--- src/verilog/edge_shaping_pkg.sv ---
package edge_shaping_pkg;

	// Register indices; byte address is four times the index
	localparam logic [5:0] IDX_STYLE_SELECT = 6'h35;
	localparam logic [5:0] IDX_SHAPE_CONFIG = 6'h36;
	localparam logic [5:0] IDX_EDGE_LENGTH = 6'h37;
	localparam logic [5:0] IDX_RESIDUAL_AMPL = 6'h38;
	localparam logic [5:0] IDX_STATUS = 6'h3F;

	// Reset values
	localparam logic [7:0] RST_STYLE_SELECT = 8'h11;
	localparam logic [7:0] RST_SHAPE_CONFIG = 8'h00;
	localparam logic [7:0] RST_EDGE_LENGTH = 8'h01;
	localparam logic [7:0] RST_RESIDUAL_AMPL = 8'h00;
	localparam logic [7:0] AMPL_FULL = 8'hFF;

	// Field positions
	localparam int FALL_STYLE_LSB = 4;
	localparam int RISE_STYLE_LSB = 0;
	localparam int FALL_CFG_LSB = 4;
	localparam int RISE_CFG_LSB = 0;
	localparam int LEN_DOUBLE_BIT = 7;
	localparam int LEN_COUNT_MSB = 4;

	// Status register bit positions
	localparam int ST_RISE_RSV = 0;
	localparam int ST_FALL_RSV = 1;
	localparam int ST_BUSY = 2;
	localparam int ST_FALLING = 3;
	localparam int ST_MODULATING = 4;
	localparam int ST_CNT_LSB = 8;

	// Style codes
	localparam logic [3:0] STYLE_FW_ONE = 4'h1;
	localparam logic [3:0] STYLE_FW_THREE = 4'h3;
	localparam logic [3:0] STYLE_LUT_PLAIN = 4'h4;
	localparam logic [3:0] STYLE_LUT_CORR = 4'h5;
	localparam logic [3:0] STYLE_LUT_NOCORR = 4'h6;

	localparam logic [1:0] HTRANS_NONSEQ = 2'h2;

	// Decoded shaping choice for one edge
	typedef struct packed {
		logic fw;
		logic lut;
		logic reserved_value;
		logic [1:0] ramps;
		logic [2:0] time_const;
		logic [1:0] lut_idx;
		logic pa_adapt;
		logic correction;
	} edge_decode_t;

	// Edge sequencer view for the waveform generator
	typedef struct packed {
		logic busy;
		logic falling;
		logic [4:0] state_idx;
		logic modulating;
		logic [7:0] amplitude;
	} edge_seq_t;

endpackage

--- src/verilog/type_f_tx_edge_shaping_cfg.sv ---
// Chosen here: register access over AHB-Lite.
`timescale 1ns/1ps
module type_f_tx_edge_shaping_cfg (
	input wire logic hclk,
	input wire logic hresetn,
	input wire logic hsel,
	input wire logic [31:0] haddr,
	input wire logic [1:0] htrans,
	input wire logic hwrite,
	input wire logic [2:0] hsize,
	input wire logic [31:0] hwdata,
	input wire logic hready,
	output logic hreadyout,
	output logic hresp,
	output logic [31:0] hrdata,
	input wire logic carrier_tick,
	input wire logic fall_start,
	input wire logic rise_start,
	output edge_shaping_pkg::edge_decode_t fall_decode,
	output edge_shaping_pkg::edge_decode_t rise_decode,
	output logic edge_double,
	output logic [4:0] edge_count,
	output edge_shaping_pkg::edge_seq_t edge_seq
);
	import edge_shaping_pkg::*;

	// Whole state of the block
	typedef struct packed {
		logic [7:0] style_sel;
		logic [7:0] shape_cfg;
		logic [7:0] edge_len;
		logic [7:0] residual;
		logic wr_pend;
		logic [5:0] wr_idx;
		logic [31:0] rdata;
		logic busy;
		logic falling;
		logic half;
		logic [4:0] state_cnt;
		logic modulating;
	} state_t;

	state_t st_q;
	state_t st_d;
	edge_decode_t dec [2];
	logic [3:0] style_code [2];
	logic [2:0] cfg_field [2];
	logic addr_hit;
	logic [5:0] addr_idx;
	logic [4:0] last_state;

	// Select which nibble and field feed each edge; index 0 rising, 1 falling
	assign style_code[1] = st_q.style_sel[FALL_STYLE_LSB +: 4];
	assign style_code[0] = st_q.style_sel[RISE_STYLE_LSB +: 4];
	assign cfg_field[1] = st_q.shape_cfg[FALL_CFG_LSB +: 3];
	assign cfg_field[0] = st_q.shape_cfg[RISE_CFG_LSB +: 3];

	// Same style decode for both edges
	for (genvar e = 0; e < 2; e++) begin : g_decode
		always_comb begin
			dec[e] = '0;
			if (style_code[e] >= STYLE_FW_ONE && style_code[e] <= STYLE_FW_THREE) begin
				dec[e].fw = 1'b1;
				dec[e].ramps = style_code[e][1:0];
				dec[e].time_const = cfg_field[e];
			end else if (style_code[e] >= STYLE_LUT_PLAIN &&
				style_code[e] <= STYLE_LUT_NOCORR) begin
				dec[e].lut = 1'b1;
				dec[e].lut_idx = cfg_field[e][1:0];
				dec[e].reserved_value = cfg_field[e][2]; // Table index above 3
				dec[e].pa_adapt = (style_code[e] != STYLE_LUT_PLAIN);
				dec[e].correction = (style_code[e] == STYLE_LUT_CORR);
			end else begin
				dec[e].reserved_value = 1'b1; // Unused style code
			end
		end
	end

	// Decoded outputs
	assign fall_decode = dec[1];
	assign rise_decode = dec[0];
	assign edge_double = st_q.edge_len[LEN_DOUBLE_BIT];
	assign edge_count = st_q.edge_len[LEN_COUNT_MSB:0];
	assign last_state = edge_count - 5'h01;

	// Sequencer view, amplitude is residual byte while modulated
	assign edge_seq.busy = st_q.busy;
	assign edge_seq.falling = st_q.falling;
	assign edge_seq.state_idx = st_q.state_cnt;
	assign edge_seq.modulating = st_q.modulating;
	assign edge_seq.amplitude = st_q.modulating ? st_q.residual : AMPL_FULL;

	// Bus answer: zero wait, always OKAY
	assign hreadyout = 1'b1;
	assign hresp = 1'b0;
	assign hrdata = st_q.rdata;

	// Address decode, upper bits must be zero
	assign addr_hit = (haddr[31:8] == 24'h000000) && (haddr[1:0] == 2'h0);
	assign addr_idx = haddr[7:2];

	// Next state
	always_comb begin
		st_d = st_q;
		// Data phase of a pending write
		if (st_q.wr_pend) begin
			if (st_q.wr_idx == IDX_STYLE_SELECT) begin
				st_d.style_sel = hwdata[7:0];
			end else if (st_q.wr_idx == IDX_SHAPE_CONFIG) begin
				st_d.shape_cfg = hwdata[7:0];
			end else if (st_q.wr_idx == IDX_EDGE_LENGTH) begin
				st_d.edge_len = hwdata[7:0];
			end else if (st_q.wr_idx == IDX_RESIDUAL_AMPL) begin
				st_d.residual = hwdata[7:0];
			end
		end
		st_d.wr_pend = 1'b0;
		// Address phase: latch write target or read data
		if (hsel && htrans == HTRANS_NONSEQ && hready) begin
			st_d.wr_pend = hwrite && addr_hit;
			st_d.wr_idx = addr_idx;
			st_d.rdata = '0;
			if (!hwrite && addr_hit) begin
				if (addr_idx == IDX_STYLE_SELECT) begin
					st_d.rdata[7:0] = st_d.style_sel;
				end else if (addr_idx == IDX_SHAPE_CONFIG) begin
					st_d.rdata[7:0] = st_d.shape_cfg;
				end else if (addr_idx == IDX_EDGE_LENGTH) begin
					st_d.rdata[7:0] = st_d.edge_len;
				end else if (addr_idx == IDX_RESIDUAL_AMPL) begin
					st_d.rdata[7:0] = st_d.residual;
				end else if (addr_idx == IDX_STATUS) begin
					st_d.rdata[ST_RISE_RSV] = dec[0].reserved_value;
					st_d.rdata[ST_FALL_RSV] = dec[1].reserved_value;
					st_d.rdata[ST_BUSY] = st_q.busy;
					st_d.rdata[ST_FALLING] = st_q.falling;
					st_d.rdata[ST_MODULATING] = st_q.modulating;
					st_d.rdata[ST_CNT_LSB +: 5] = st_q.state_cnt;
				end
			end
		end
		// Edge sequencer: counts transition states in carrier cycles
		if (!st_q.busy) begin
			if ((fall_start || rise_start) && edge_count != 5'h00) begin
				st_d.busy = 1'b1;
				st_d.falling = fall_start;
				st_d.state_cnt = 5'h00;
				st_d.half = 1'b0;
			end
		end else if (carrier_tick) begin
			if (edge_double && !st_q.half) begin
				st_d.half = 1'b1;
			end else begin
				st_d.half = 1'b0;
				if (st_q.state_cnt == last_state) begin
					st_d.busy = 1'b0;
					st_d.modulating = st_q.falling;
				end else begin
					st_d.state_cnt = st_q.state_cnt + 5'h01;
				end
			end
		end
	end

	// State register
	always_ff @(posedge hclk or negedge hresetn) begin
		if (!hresetn) begin
			st_q <= '0;
			st_q.style_sel <= RST_STYLE_SELECT;
			st_q.shape_cfg <= RST_SHAPE_CONFIG;
			st_q.edge_len <= RST_EDGE_LENGTH;
			st_q.residual <= RST_RESIDUAL_AMPL;
		end else begin
			st_q <= st_d;
		end
	end
endmodule // type_f_tx_edge_shaping_cfg
--- config.mk ---
export PLATFORM = sky130hd
export DESIGN_NAME = type_f_tx_edge_shaping_cfg
export DESIGN_NICKNAME = d
export VERILOG_FILES = /design/src/verilog/edge_shaping_pkg.sv /design/src/verilog/type_f_tx_edge_shaping_cfg.sv
export SDC_FILE = /design/constraint.sdc
export NUM_CORES = 1
export LEC_CHECK = 0
export BUFFER_PORTS_ARGS = -buffer_cell sky130_fd_sc_hd__buf_2
export CAP_MARGIN = 0
export CELL_PAD_IN_SITES_DETAIL_PLACEMENT = 1
export CELL_PAD_IN_SITES_GLOBAL_PLACEMENT = 2
export CORE_ASPECT_RATIO = 1.5
export CORE_MARGIN = 2
export CORE_UTILIZATION = 28
export CTS_CLUSTER_SIZE = 20
export DETAILED_ROUTE_END_ITERATION = 12
export MAX_ROUTING_LAYER = met4
export PLACE_DENSITY = 0.86
export SYNTH_ARGS = -nofsm -noshare
export SYNTH_HDL_FRONTEND = slang
export SYNTH_SLANG_ARGS = --single-unit
export TNS_END_PERCENT = 1
--- constraint.sdc ---
create_clock -name hclk -period 3.1 [get_ports hclk]
set_input_delay 0.155 -clock hclk [delete_from_list [all_inputs] [get_ports hclk]]
set_output_delay 0.155 -clock hclk [all_outputs]
set_load 0.01 [all_outputs]
# After elaboration in Yosys (flattened, before gate mapping)
# Index checks and enable logic that the tools add are counted.
# totals
register_bits,61
latchBits,0
mem_bits_rw,0
rom_bits,0
inputBits,77
output_inout_bits,80
elab_cells,111
memories,0
# op_classes
add_sub_neg,2
mul,0
n_div,0
n_lt_le_gt_ge,8
n_eq_ne,18
n_shift,0
mux,47
bitwise,2
reduce_logical,22
# op_table
op,n
8-bit 2-to-1 mux,10
"6-bit == test, second input constant",9
5-bit 2-to-1 mux,10
39-bit 2-to-1 mux,1
32-bit 2-to-1 mux,1
24-bit zero test,1
24-bit 2-to-1 mux,1
16-bit 2-to-1 mux,1
4-bit 2-to-1 mux,4
13-bit 2-to-1 mux,1
1-bit 2-to-1 mux,12
6-bit 2-to-1 mux,2
1-bit logical AND,11
"4-bit by 3-bit == test with 1-bit output, second input constant",2
"4-bit by 1-bit greater-or-equal comparator with 1-bit output, second input constant",2
"4-bit by 3-bit greater-or-equal comparator with 1-bit output, second input constant",2
"4-bit by 2-bit <= comparator with 1-bit output, second input constant",2
"4-bit by 3-bit <= comparator with 1-bit output, second input constant",2
"4-bit by 3-bit inequality test with 1-bit output, second input constant",2
4-bit AND reduction,2
7-bit 2-to-1 mux,1
"2-bit inequality test, second input constant",3
"5-bit by 1-bit adder with 5-bit output, second input constant",1
5-bit == test,1
11 further kinds,15

# Depth between registers and ports, before layout
# Gate-level depths: netlist of the first run.
# depth
depth_word,12
mapped_depth,7
ltp_nobuf,7

# Worst setup path after synthesis of the first run
# Ideal clock, no wire load.
# synth_path
path_kind,register to register
startpoint,"register st_q, in the netlist edge_count[0]"
endpoint,"register st_q, in the netlist edge_seq[10]"
setup_time_ps,126
arrival_ps,2026
required_time_ps,2974
setup_slack_ps,948
stages_incl_launch_ff,8
path_buffers,0
synth_period_minus_slack_ps,2152
path_cell_list,dfstp_2 > inv_1 > ha_1 > xor2_1 > nand3_1 > nor4_4 > nor2_2 > a311o_1
# synth_via
elab_chain_cells,4
elab_cells_between_ends,7
cone_classes,add/sub: 1; eq/ne: 2; reduce/logical: 4
# synth_rtl
element,line_no,rtl
from (decl),type_f_tx_edge_shaping_cfg.sv:43,state_t st_q;
from (signal assigned),type_f_tx_edge_shaping_cfg.sv:174,st_q <= st_d;
5-bit by 1-bit subtractor with 5-bit output / 5-bit nonzero test (equally long branches),"type_f_tx_edge_shaping_cfg.sv:84, type_f_tx_edge_shaping_cfg.sv:144",
5-bit == test / 1-bit logical AND (equally long branches),"type_f_tx_edge_shaping_cfg.sv:155, type_f_tx_edge_shaping_cfg.sv:144",
2-bit inequality test (no line) / 2-bit nonzero test (equally long branches),-,
4-bit AND reduction (no line) (*),-,
# Every way passes the cells marked *; elsewhere a longest branch is shown, timed or not.
# A chain may end at the register's enable or synchronous reset.

# Final worst setup path of the first run
# layout_path
startpoint,"register st_q, in the netlist edge_count[0]"
endpoint,"register st_q, in the netlist edge_seq[9]"
# Same word-level chain as after synthesis.

==> results of run 1 <==
cell type report:
class,instances,area [sq um],share of cell area (%)
flip-flops and latches,61,1530,33.88
multi-input cells,283,1904,42.16
clock inverters,2,35.03,0.7756
clock buffers,13,240.2,5.319
inverters,7,26.28,0.5817
well taps,162,202.7,4.488
repair buffers,113,578.1,12.80
per-layer routing:
layer  up-vias  track usage [%]  part of all wire, %
met3        13            3.159                  4.0
met5         -                -                    0
met2        87            29.56                   56
met1      1593            16.92                   38
met4         0            5.068                  1.8
li1       1517                -                    -
critical path, cell delays in order (launching register included):
cell and delay [ns]:
dfstp_2 0.58, inv_1 0.06, ha_1 0.30, xor2_1 0.13, nand3_1 0.14, nor4_4 0.62, nor2_2 0.10, a311o_1 0.37
state kept, by name (all words and copies together), names as in the netlist:
name         count
cfg_field        6
edge_count       5
edge_double      1
edge_seq         8
hrdata          13
st_q            28
through the flow:
step | utilization, % | worst slack (ns) | power, mW | instances
2_1_floorplan | - | 0.9480 | 1.201 | 409
3_3_place_gp | 31.80 | 0.7768 | 1.285 | 626
3_5_place_dp | 31.80 | 0.6619 | 1.303 | 626
4_1_cts | 33.86 | 0.6548 | 2.255 | 641
5_1_grt | 33.86 | 0.5232 | 2.336 | 641
6_report | 33.86 | 0.6844 | 2.237 | 641
final timing paths:
check	start	end	slack [ns]	cells after the start
max in group asynchronous	hresetn	edge_count[0]	2.22	2
min in group hclk	hwrite	st_q[47]	0.07	3
max reg2reg	edge_count[0]	edge_seq[9]	0.68	7
max	edge_count[0]	edge_seq[9]	0.68	7
min	hresetn	hrdata[5]	-0.03	1
min reg2reg	st_q[62]	st_q[62]	0.49	2
layout by cell type (no fill, tap or decap), drive strengths merged, types with 3 or more instances in the layout:
| master | synthesis | final |
|---|---|---|
| o21ai | 23 | 23 |
| nand3 | 16 | 16 |
| o2111ai | 3 | 3 |
| nand2 | 37 | 37 |
| o211ai | 4 | 4 |
| mux2 | 31 | 31 |
| nor3 | 9 | 9 |
| conb | 2 | 21 |
| nand4b | 3 | 3 |
| mux2i | 7 | 7 |
| dfrtp | 58 | 58 |
| nand2b | 10 | 10 |
| nor2b | 4 | 4 |
| o21a | 3 | 3 |
| nand4 | 6 | 6 |
| inv | 7 | 7 |
| clkbuf | 7 | 13 |
| a211o | 3 | 3 |
| a22o | 5 | 5 |
| and2 | 11 | 11 |
| a22oi | 5 | 5 |
| a21oi | 11 | 11 |
| nor2 | 8 | 8 |
| xor2 | 3 | 3 |
| and3 | 6 | 6 |
| nor3b | 6 | 6 |
| dfstp | 3 | 3 |
| or3 | 6 | 6 |
| nor4 | 7 | 7 |
| xnor2 | 5 | 5 |
| buf | 51 | 113 |
| a2111oi | 5 | 5 |
| and4b | 3 | 3 |
power breakdown:
part           internal (mW)  switching (mW)  total, mW
registers              0.853           0.100      0.953
clock network          0.616           0.333      0.950
logic                  0.151           0.183      0.334
kinds of logic (layout without fill, tap and decap cells):
family | Yosys count | in the layout | synth area share [%]
simple gates | 144 | 144 | 22.16
flops | 61 | 61 | 40.39
mux | 38 | 38 | 11.06
xor+xnor | 8 | 8 | 2.048
compound gates | 70 | 70 | 12.25
fa+ha+maj | 2 | 2 | 0.6604
buf+inv | 65 | 135 | 11.23
other cells | 2 | 21 | 0.1982
==> impl_metrics.toml, run 1 <==
[status]
status = "finished with violations"
violations = "hold timing"

[global_route]
grt-ovfl-total = 0
first_global_vias = 3341
track_usage_pct = 16.04
antenna_found_initial = 0
grt_pass1_wl_mm = 17.81
grt_max_degree = 42

[floorplan]
num_rows = 52
design.die.area_sq_um = 14500
core_sq_um = 13340
io_pins = 157
die_w_um = 98.98
initial_core_util_pct = 28.41
die_h_um = 146.5

[timing]
post-route-period-util_pct = 77.92
timing.fmax_mhz = 414.0
finalSetupViolations = 0
maxSlewViolCount = 0
fin_tns_setup_ns = 0
fin_worst_skew_ns = 0.006101
grt_setup_unrepaired = "no"
max-slew-margin-rel_pct = 38.17
hold_violations = 38
timing_worst_slew_pin_value_ns = 0.9274
fin_hold_ws_ns = -0.03266
finalCriticalPeriod_ns = 2.416

[clocking]
h-tree-depth = 3
max-clock-path-buffers = 2
cts_inserted_buffers = 9
postCtsSetupRepairBufs = 0
clk_pin_slew_ns = 0.05
root_buffer = "clkbuf_16"
post_cts_resized = 0
clock-sinks = 61
ctsHoldBuffers = 0
clock_latency_ns = 0.33
cts_tree = "yes"

[drt]
drc = 0
dr.pass1.iters = 4
first_iter_violations = 102
ant_nets = 0
finalWirelength_mm = 11.09
num_vias = 3210
routed_via_density = 5.008
routedWlPerCell_um = 17.31

[yosys]
ys_seq_area_share_pct = 40.39
yosys-top-cells-area = "dfrtp_1 (38%), buf_4 (9.3%), mux2_1 (7.1%)"
syn-cell-area_sq_um = 3789
syn_inst = 390
syn_area_per_cell_sq_um = 9.714
synth_edf_count = 0
synth_top_flop_cell = "dfrtp_1"
yosysMostFrequentCell = "dfrtp_1"
synth_top_area_cell = "dfrtp_1"
synth.distinct_cells = 57
yosys_warnings = 0
synth_common_cells = "dfrtp_1 (58), buf_4 (47), nand2_1 (37), mux2_1 (24), o21ai_1 (17)"
async_reset_ff_share_pct = 100.0
ys_seq_elements = 61
synth_top_area_share_pct = 38.31

[setup_path]
endpoint_kind = "flop"
crit_path_start_kind = "flop"
required_ns = 3.31
crit_fanout = 10
cp.arrival_ns = 2.62
critPathKind = "reg2reg"

[min_path]
holdCritPathClass = "in2async"

[cells_and_area]
antenna_cells = 0
syn2layout_area_growth_pct = 19.22
drive_gt1_share_pct = 29.85
final_area_sq_um = 4517
fillers = 1589
fin_nets = 554

[job]
cap_violations = 0

[power_and_ir_drop]
leakage_nw = 2.112
powerDensity_nw_per_um2 = 495.1
vdd_ir_drop_max_mv = 0.2038

[placement]
place_congestion = 0.8665
dpl_cell_area_sq_um = 4242
hpwl_mm = 8.838
io_buffers = 108
(Power assumes the default switching activity.)
==> run 2, diff against run 1 <==
==> constraint.sdc (replaced) <==
create_clock -name hclk -period 2.35 [get_ports hclk]
set_input_delay 0.1175 -clock hclk [delete_from_list [all_inputs] [get_ports hclk]]
set_output_delay 0.1175 -clock hclk [all_outputs]
set_load 0.01 [all_outputs]
==> run 2 against run 1 <==
Compared with the run above:
- the run now ends clean
- worst hold slack improved by 0.064 ns
- count of clock-buffer cells in the layout increased by 3
- flip-flop and latch count unchanged
- critical path depth increased by 1
- non-clock buffer count increased by 11
- design area increased by 2.2%
- worst setup slack got worse by 0.50 ns
- clock power increased by 34%
- sequential share of layout area decreased by 0.74 points
- global-route usage increased by 0.33 points
- clock skew increased by 0.0021 ns
==> impl_metrics.toml, run 2 (synthesis results as in run 1) <==
[status]
status = "complete, no violations"

[cells_and_area]
final_util_pct = 34.62
final_area_sq_um = 4618
largest_reg_flops = 28
regMostFlops = "st_q"
fin_nets = 565
antenna_cells = 0
drive_gt1_share_pct = 31.57
syn2layout_area_growth_pct = 21.90
layout_commonest_cell = "buf_2"
final_cell_mix = "buf_2 (108), dfrtp_1 (58), nand2_1 (37), mux2_1 (24), conb_1 (21)"

[clocking]
root_buffer = "clkbuf_16"
cts_inserted_buffers = 9
max-clock-path-buffers = 2
h-tree-depth = 3
cts_tree = "yes"
clock_latency_ns = 0.33
clock-sinks = 61
post_cts_resized = 0
clk_pin_slew_ns = 0.05

[timing]
timing.fmax_mhz = 462.1
max-slew-margin-rel_pct = 59.85
grt_setup_unrepaired = "no"
fin_tns_setup_ns = 0
fin_worst_skew_ns = 0.008232
timing_worst_slew_pin_value_ns = 0.5870
post-route-period-util_pct = 92.09
hold_violations = 0
finalCriticalPeriod_ns = 2.164
finalSetupViolations = 0
maxSlewViolCount = 0

[global_route]
grt-ovfl-total = 0
track_usage_pct = 16.37
antenna_found_initial = 0
grt_max_degree = 29
grt_pass1_wl_mm = 18.22
first_global_vias = 3499

[power_and_ir_drop]
power.internal_mw = 2.179
power_frac_seq_pct = 41.0
vdd_ir_drop_max_mv = 0.3086
powerDensity_nw_per_um2 = 649.0
switchingPower_mw = 0.8179
pwr-share-clk_pct = 42.4
leakage_nw = 2.175
power_mw = 2.997
combPwrFrac_pct = 16.6
switching_share_pct = 27.29

[drt]
finalWirelength_mm = 11.31
routed_via_density = 4.983
drc = 0
num_vias = 3254
dr.pass1.iters = 4
routedWlPerCell_um = 17.31
first_iter_violations = 71
ant_nets = 0

[setup_path]
crit_fanout = 6
endpoint_kind = "flop"
crit_path_start_kind = "flop"
required_ns = 2.56
critPathKind = "reg2reg"
cp.arrival_ns = 2.37

[min_path]
holdCritPathClass = "in2reg"

[floorplan]
initial_core_util_pct = 28.41
core_sq_um = 13340
num_rows = 52
die_w_um = 98.98
design.die.area_sq_um = 14500
io_pins = 157
die_h_um = 146.5

[placement]
dpl_cell_area_sq_um = 4317
io_buffers = 108
hpwl_mm = 9.117
place_congestion = 0.8639

[job]
cap_violations = 0
[run 2: cell types whose count changed in the layout (fill, tap and decap cells not counted)]
cell / before / now
buf_4: 5 / 15
clkbuf_8: 0 / 4
bufinv_16: 1 / 0
clkbuf_1: 4 / 3
clkinv_2: 1 / 0
dlygate4sd3_1: 0 / 1
[run 2: repair_timing]
item | in CTS | in global routing
hold buffers | 1 | 0
endpoints found under the setup margin | 0 | 0
buffers inserted | 0 | 0
endpoints found under the hold margin | 11 | 0
[run 2: power by group through the flow]
| stage | combinational [mW] | sequential, mW | clock [mW] |
|---|---|---|---|
| after floorplan | 0.361 | 1.22 | 0 |
| after global placement | 0.485 | 1.24 | 0 |
| after detailed placement | 0.505 | 1.25 | 0 |
| after CTS | 0.510 | 1.23 | 1.30 |
| after global routing | 0.554 | 1.24 | 1.36 |
| final | 0.499 | 1.23 | 1.27 |
[run 2: critical path: stages (launching register included)]
cell,delay [ns]
dfrtp_1,0.41
inv_1,0.07
ha_1,0.17
or3b_4,0.41
xnor2_2,0.21
nor4_4,0.08
buf_4,0.17
o311a_1,0.32
a211o_1,0.23
[run 2: stage by stage]
step,std cells,hold WS [ns],worst slack (ns)
after floorplan,409,-0.1781,0.1980
after global placement,636,0.01534,0.2213
after detailed placement,636,0.02590,0.1737
after CTS,653,0.02352,0.1594
after global routing,653,0.03907,0.004300
final,653,0.03112,0.1858
[run 2: final cells by class]
| type | count | area, sq um |
|---|---|---|
| multi-input cells | 283 | 1904 |
| clock buffers | 16 | 291.5 |
| well taps | 162 | 202.7 |
| flip-flops and latches | 61 | 1530 |
| repair buffers | 124 | 663.1 |
| inverters | 7 | 26.28 |
| fillers | 1568 | 8720 |
[run 2: worst paths after layout]
check | startpoint | end | slack (ns) | cells after the start
max | edge_count[1] | edge_seq[11] | 0.19 | 8
min in group asynchronous | hresetn | st_q[53] | 0.20 | 2
min | hwrite | st_q[47] | 0.03 | 3
min reg2reg | hrdata[6] | hrdata[6] | 0.48 | 2
max in group asynchronous | hresetn | edge_count[0] | 1.41 | 3
max reg2reg | edge_count[1] | edge_seq[11] | 0.19 | 8
[run 2: per-layer routing]
metal	global-route usage, %	share of wire [%]	wire length [um]	vias up
li1	-	-	-	1537
met1	17.17	38	4351	1626
met5	-	0	0	-
met4	4.315	1.3	148	0
met2	30.81	56	6348	81
met3	3.064	4.1	458	10
==> run 3, diff against run 2 <==
--- a/config.mk
+++ b/config.mk
@@ -5,17 +5,18 @@
 export SDC_FILE = /design/constraint.sdc
 export NUM_CORES = 1
 export LEC_CHECK = 0
+export ABC_AREA = 1
 export BUFFER_PORTS_ARGS = -buffer_cell sky130_fd_sc_hd__buf_2
 export CAP_MARGIN = 0
 export CELL_PAD_IN_SITES_DETAIL_PLACEMENT = 1
 export CELL_PAD_IN_SITES_GLOBAL_PLACEMENT = 2
 export CORE_ASPECT_RATIO = 1.5
 export CORE_MARGIN = 2
-export CORE_UTILIZATION = 28
+export CORE_UTILIZATION = 26
 export CTS_CLUSTER_SIZE = 20
 export DETAILED_ROUTE_END_ITERATION = 12
 export MAX_ROUTING_LAYER = met4
-export PLACE_DENSITY = 0.86
+export PLACE_DENSITY = 0.88
 export SYNTH_ARGS = -nofsm -noshare
 export SYNTH_HDL_FRONTEND = slang
 export SYNTH_SLANG_ARGS = --single-unit
==> run 3 against run 2 <==
Compared with the run above:
- critical path type unchanged
- via count increased by 18%
- area after synthesis increased by 5.3%
- worst hold slack about the same
- wire length increased by 10%
- design area increased by 4.5%
- non-clock buffer count decreased by 5
- flip-flop and latch count unchanged
- clock power about the same
- total power decreased by 9.9%
- synthesized cell count increased by 48%
- sequential power decreased by 7%
- largest cell class unchanged
==> impl_metrics.toml, run 3 <==
[floorplan]
die_w_um = 105.2
design.die.area_sq_um = 16370
die_h_um = 155.7
core_sq_um = 15070
initial_core_util_pct = 26.48
num_rows = 55
io_pins = 157

[yosys]
syn_area_per_cell_sq_um = 6.903
yosysMostFrequentCell = "nand2_1"
synth_common_cells = "nand2_1 (175), nand3_1 (82), inv_1 (71), nor2_1 (66), dfrtp_1 (58)"
synth_top_flop_cell = "dfrtp_1"
yosys-top-cells-area = "dfrtp_1 (36%), nand2_1 (16%), nand3_1 (10%)"
synth_top_area_cell = "dfrtp_1"
synth_edf_count = 0
ys_seq_elements = 61
ys_seq_area_share_pct = 38.35
syn_inst = 578
synth.distinct_cells = 32
async_reset_ff_share_pct = 100.0
synth_top_area_share_pct = 36.38
syn-cell-area_sq_um = 3990
yosys_warnings = 0

[global_route]
antenna_found_initial = 0
first_global_vias = 3986
track_usage_pct = 16.15
grt-ovfl-total = 0
grt_max_degree = 36
grt_pass1_wl_mm = 20.02

[cells_and_area]
regMostFlops = "st_q"
syn2layout_area_growth_pct = 20.98
final_cell_mix = "nand2_1 (175), buf_2 (108), nand3_1 (82), inv_1 (71), nor2_1 (66)"
largest_reg_flops = 28
layout_commonest_cell = "nand2_1"
antenna_cells = 0
fillers = 1933
drive_gt1_share_pct = 23.19
final_area_sq_um = 4827
fin_nets = 751

[placement]
hpwl_mm = 9.902
io_buffers = 108
dpl_cell_area_sq_um = 4534
place_congestion = 0.8125

[drt]
dr.pass1.iters = 4
first_iter_violations = 121
routedWlPerCell_um = 14.24
routed_via_density = 4.398
drc = 0
finalWirelength_mm = 12.47
num_vias = 3853
ant_nets = 0

[timing]
maxSlewViolCount = 0
fin_worst_skew_ns = 0.007942
grt_setup_unrepaired = "no"
timing.fmax_mhz = 488.8
fin_tns_setup_ns = 0
finalSetupViolations = 0
timing_worst_slew_pin_value_ns = 0.6595
post-route-period-util_pct = 87.06
hold_violations = 0
finalCriticalPeriod_ns = 2.046
max-slew-margin-rel_pct = 56.03

[setup_path]
critPathKind = "reg2reg"
reg2reg_depth = 11
critical-path-max-stage-delay_ns = 0.56
path_cells = "inv_1 > ha_1 > nand2_1 > inv_1 > nor2_1 > nand3_1 > nor2_1 > nand3_1 > nand2_1 > nand2_1 > nand2_1"
cp_num_cells = 11
crit_path_frequent_cell = "nand2_1"
cp_top_family = "simple AND/OR/NAND/NOR gates"
required_ns = 2.62
worst_path_max_delay_cell = "dfstp_2"
endpoint_kind = "flop"
crit_buf_inv = 2
cp.arrival_ns = 2.31
crit_path_start_kind = "flop"
crit_fanout = 6

[power_and_ir_drop]
power_mw = 2.702
vdd_ir_drop_max_mv = 0.2978
powerDensity_nw_per_um2 = 559.7
leakage_nw = 2.823

[clocking]
max-clock-path-buffers = 2
h-tree-depth = 3
clock-sinks = 61
post_cts_resized = 0
postCtsSetupRepairBufs = 0
root_buffer = "clkbuf_16"
cts_inserted_buffers = 9
clk_pin_slew_ns = 0.05
ctsHoldBuffers = 1
cts_tree = "yes"
clock_latency_ns = 0.33

[min_path]
holdCritPathClass = "in2reg"
hold_depth = 3

[status]
status = "complete, no violations"

[job]
cap_violations = 0
run 3: metal layers:
layer / track usage [%] / vias up / routed length, um
met5: - / - / 0
met4: 8.063 / 0 / 399
met3: 2.256 / 18 / 466
met2: 28.85 / 99 / 6569
met1: 17.42 / 1818 / 5035
li1: - / 1918 / -
run 3: worst paths after layout:
kind	from	end	slack, ns
max in group asynchronous	hresetn	st_q[72]	1.32
hold / removal	haddr[6]	st_q[45]	0.03
min in group asynchronous	hresetn	cfg_field[1]	0.36
hold reg to reg	hrdata[4]	hrdata[4]	0.47
setup reg to reg	edge_count[0]	edge_seq[10]	0.30
setup / recovery	edge_count[0]	edge_seq[10]	0.30
run 3: final cells by class:
| class | instances | area (sq um) | area share [%] |
|---|---|---|---|
| Sequential cell | 61 | 1530 | 31.70 |
| Tap cell | 199 | 249.0 | 5.158 |
| Multi-Input combinational cell | 410 | 1861 | 38.54 |
| Clock buffer | 15 | 277.8 | 5.754 |
| Timing Repair Buffer | 119 | 638.1 | 13.22 |
| Inverter | 71 | 266.5 | 5.521 |
| Clock inverter | 1 | 5.005 | 0.1037 |
run 3: cells by family after synthesis:
| group | synth area share [%] |
|---|---|
| compound gates | 2.979 |
| flops | 38.35 |
| simple gates | 40.61 |
| fa+ha+maj | 0.6271 |
| other cells | 0.1882 |
| buf+inv | 16.81 |
| xor+xnor | 0.4391 |
run 3: worst reg2reg max path, stage by stage (launching register included):
cell     delay (ns)
dfstp_2        0.56
inv_1          0.08
ha_1           0.32
nand2_1        0.08
inv_1          0.04
nor2_1         0.08
nand3_1        0.07
nor2_1         0.18
nand3_1        0.23
nand2_1        0.22
nand2_1        0.07
nand2_1        0.06
run 3: through the flow:
step	hold WS [ns]	instances	util (%)	setup WS, ns
2_1_floorplan	-0.1781	597	-	0.6047
3_3_place_gp	0.1887	859	30.09	0.3754
3_5_place_dp	0.1833	859	30.09	0.2985
4_1_cts	0.02479	876	32.03	0.2960
5_1_grt	0.03195	876	32.03	0.1032
6_report	0.03072	876	32.03	0.3041
run 3: report_power, final:
| group | switching, mW | internal (mW) |
|---|---|---|
| Combinational | 0.182 | 0.112 |
| Sequential | 0.0658 | 1.09 |
| Clock | 0.454 | 0.799 |
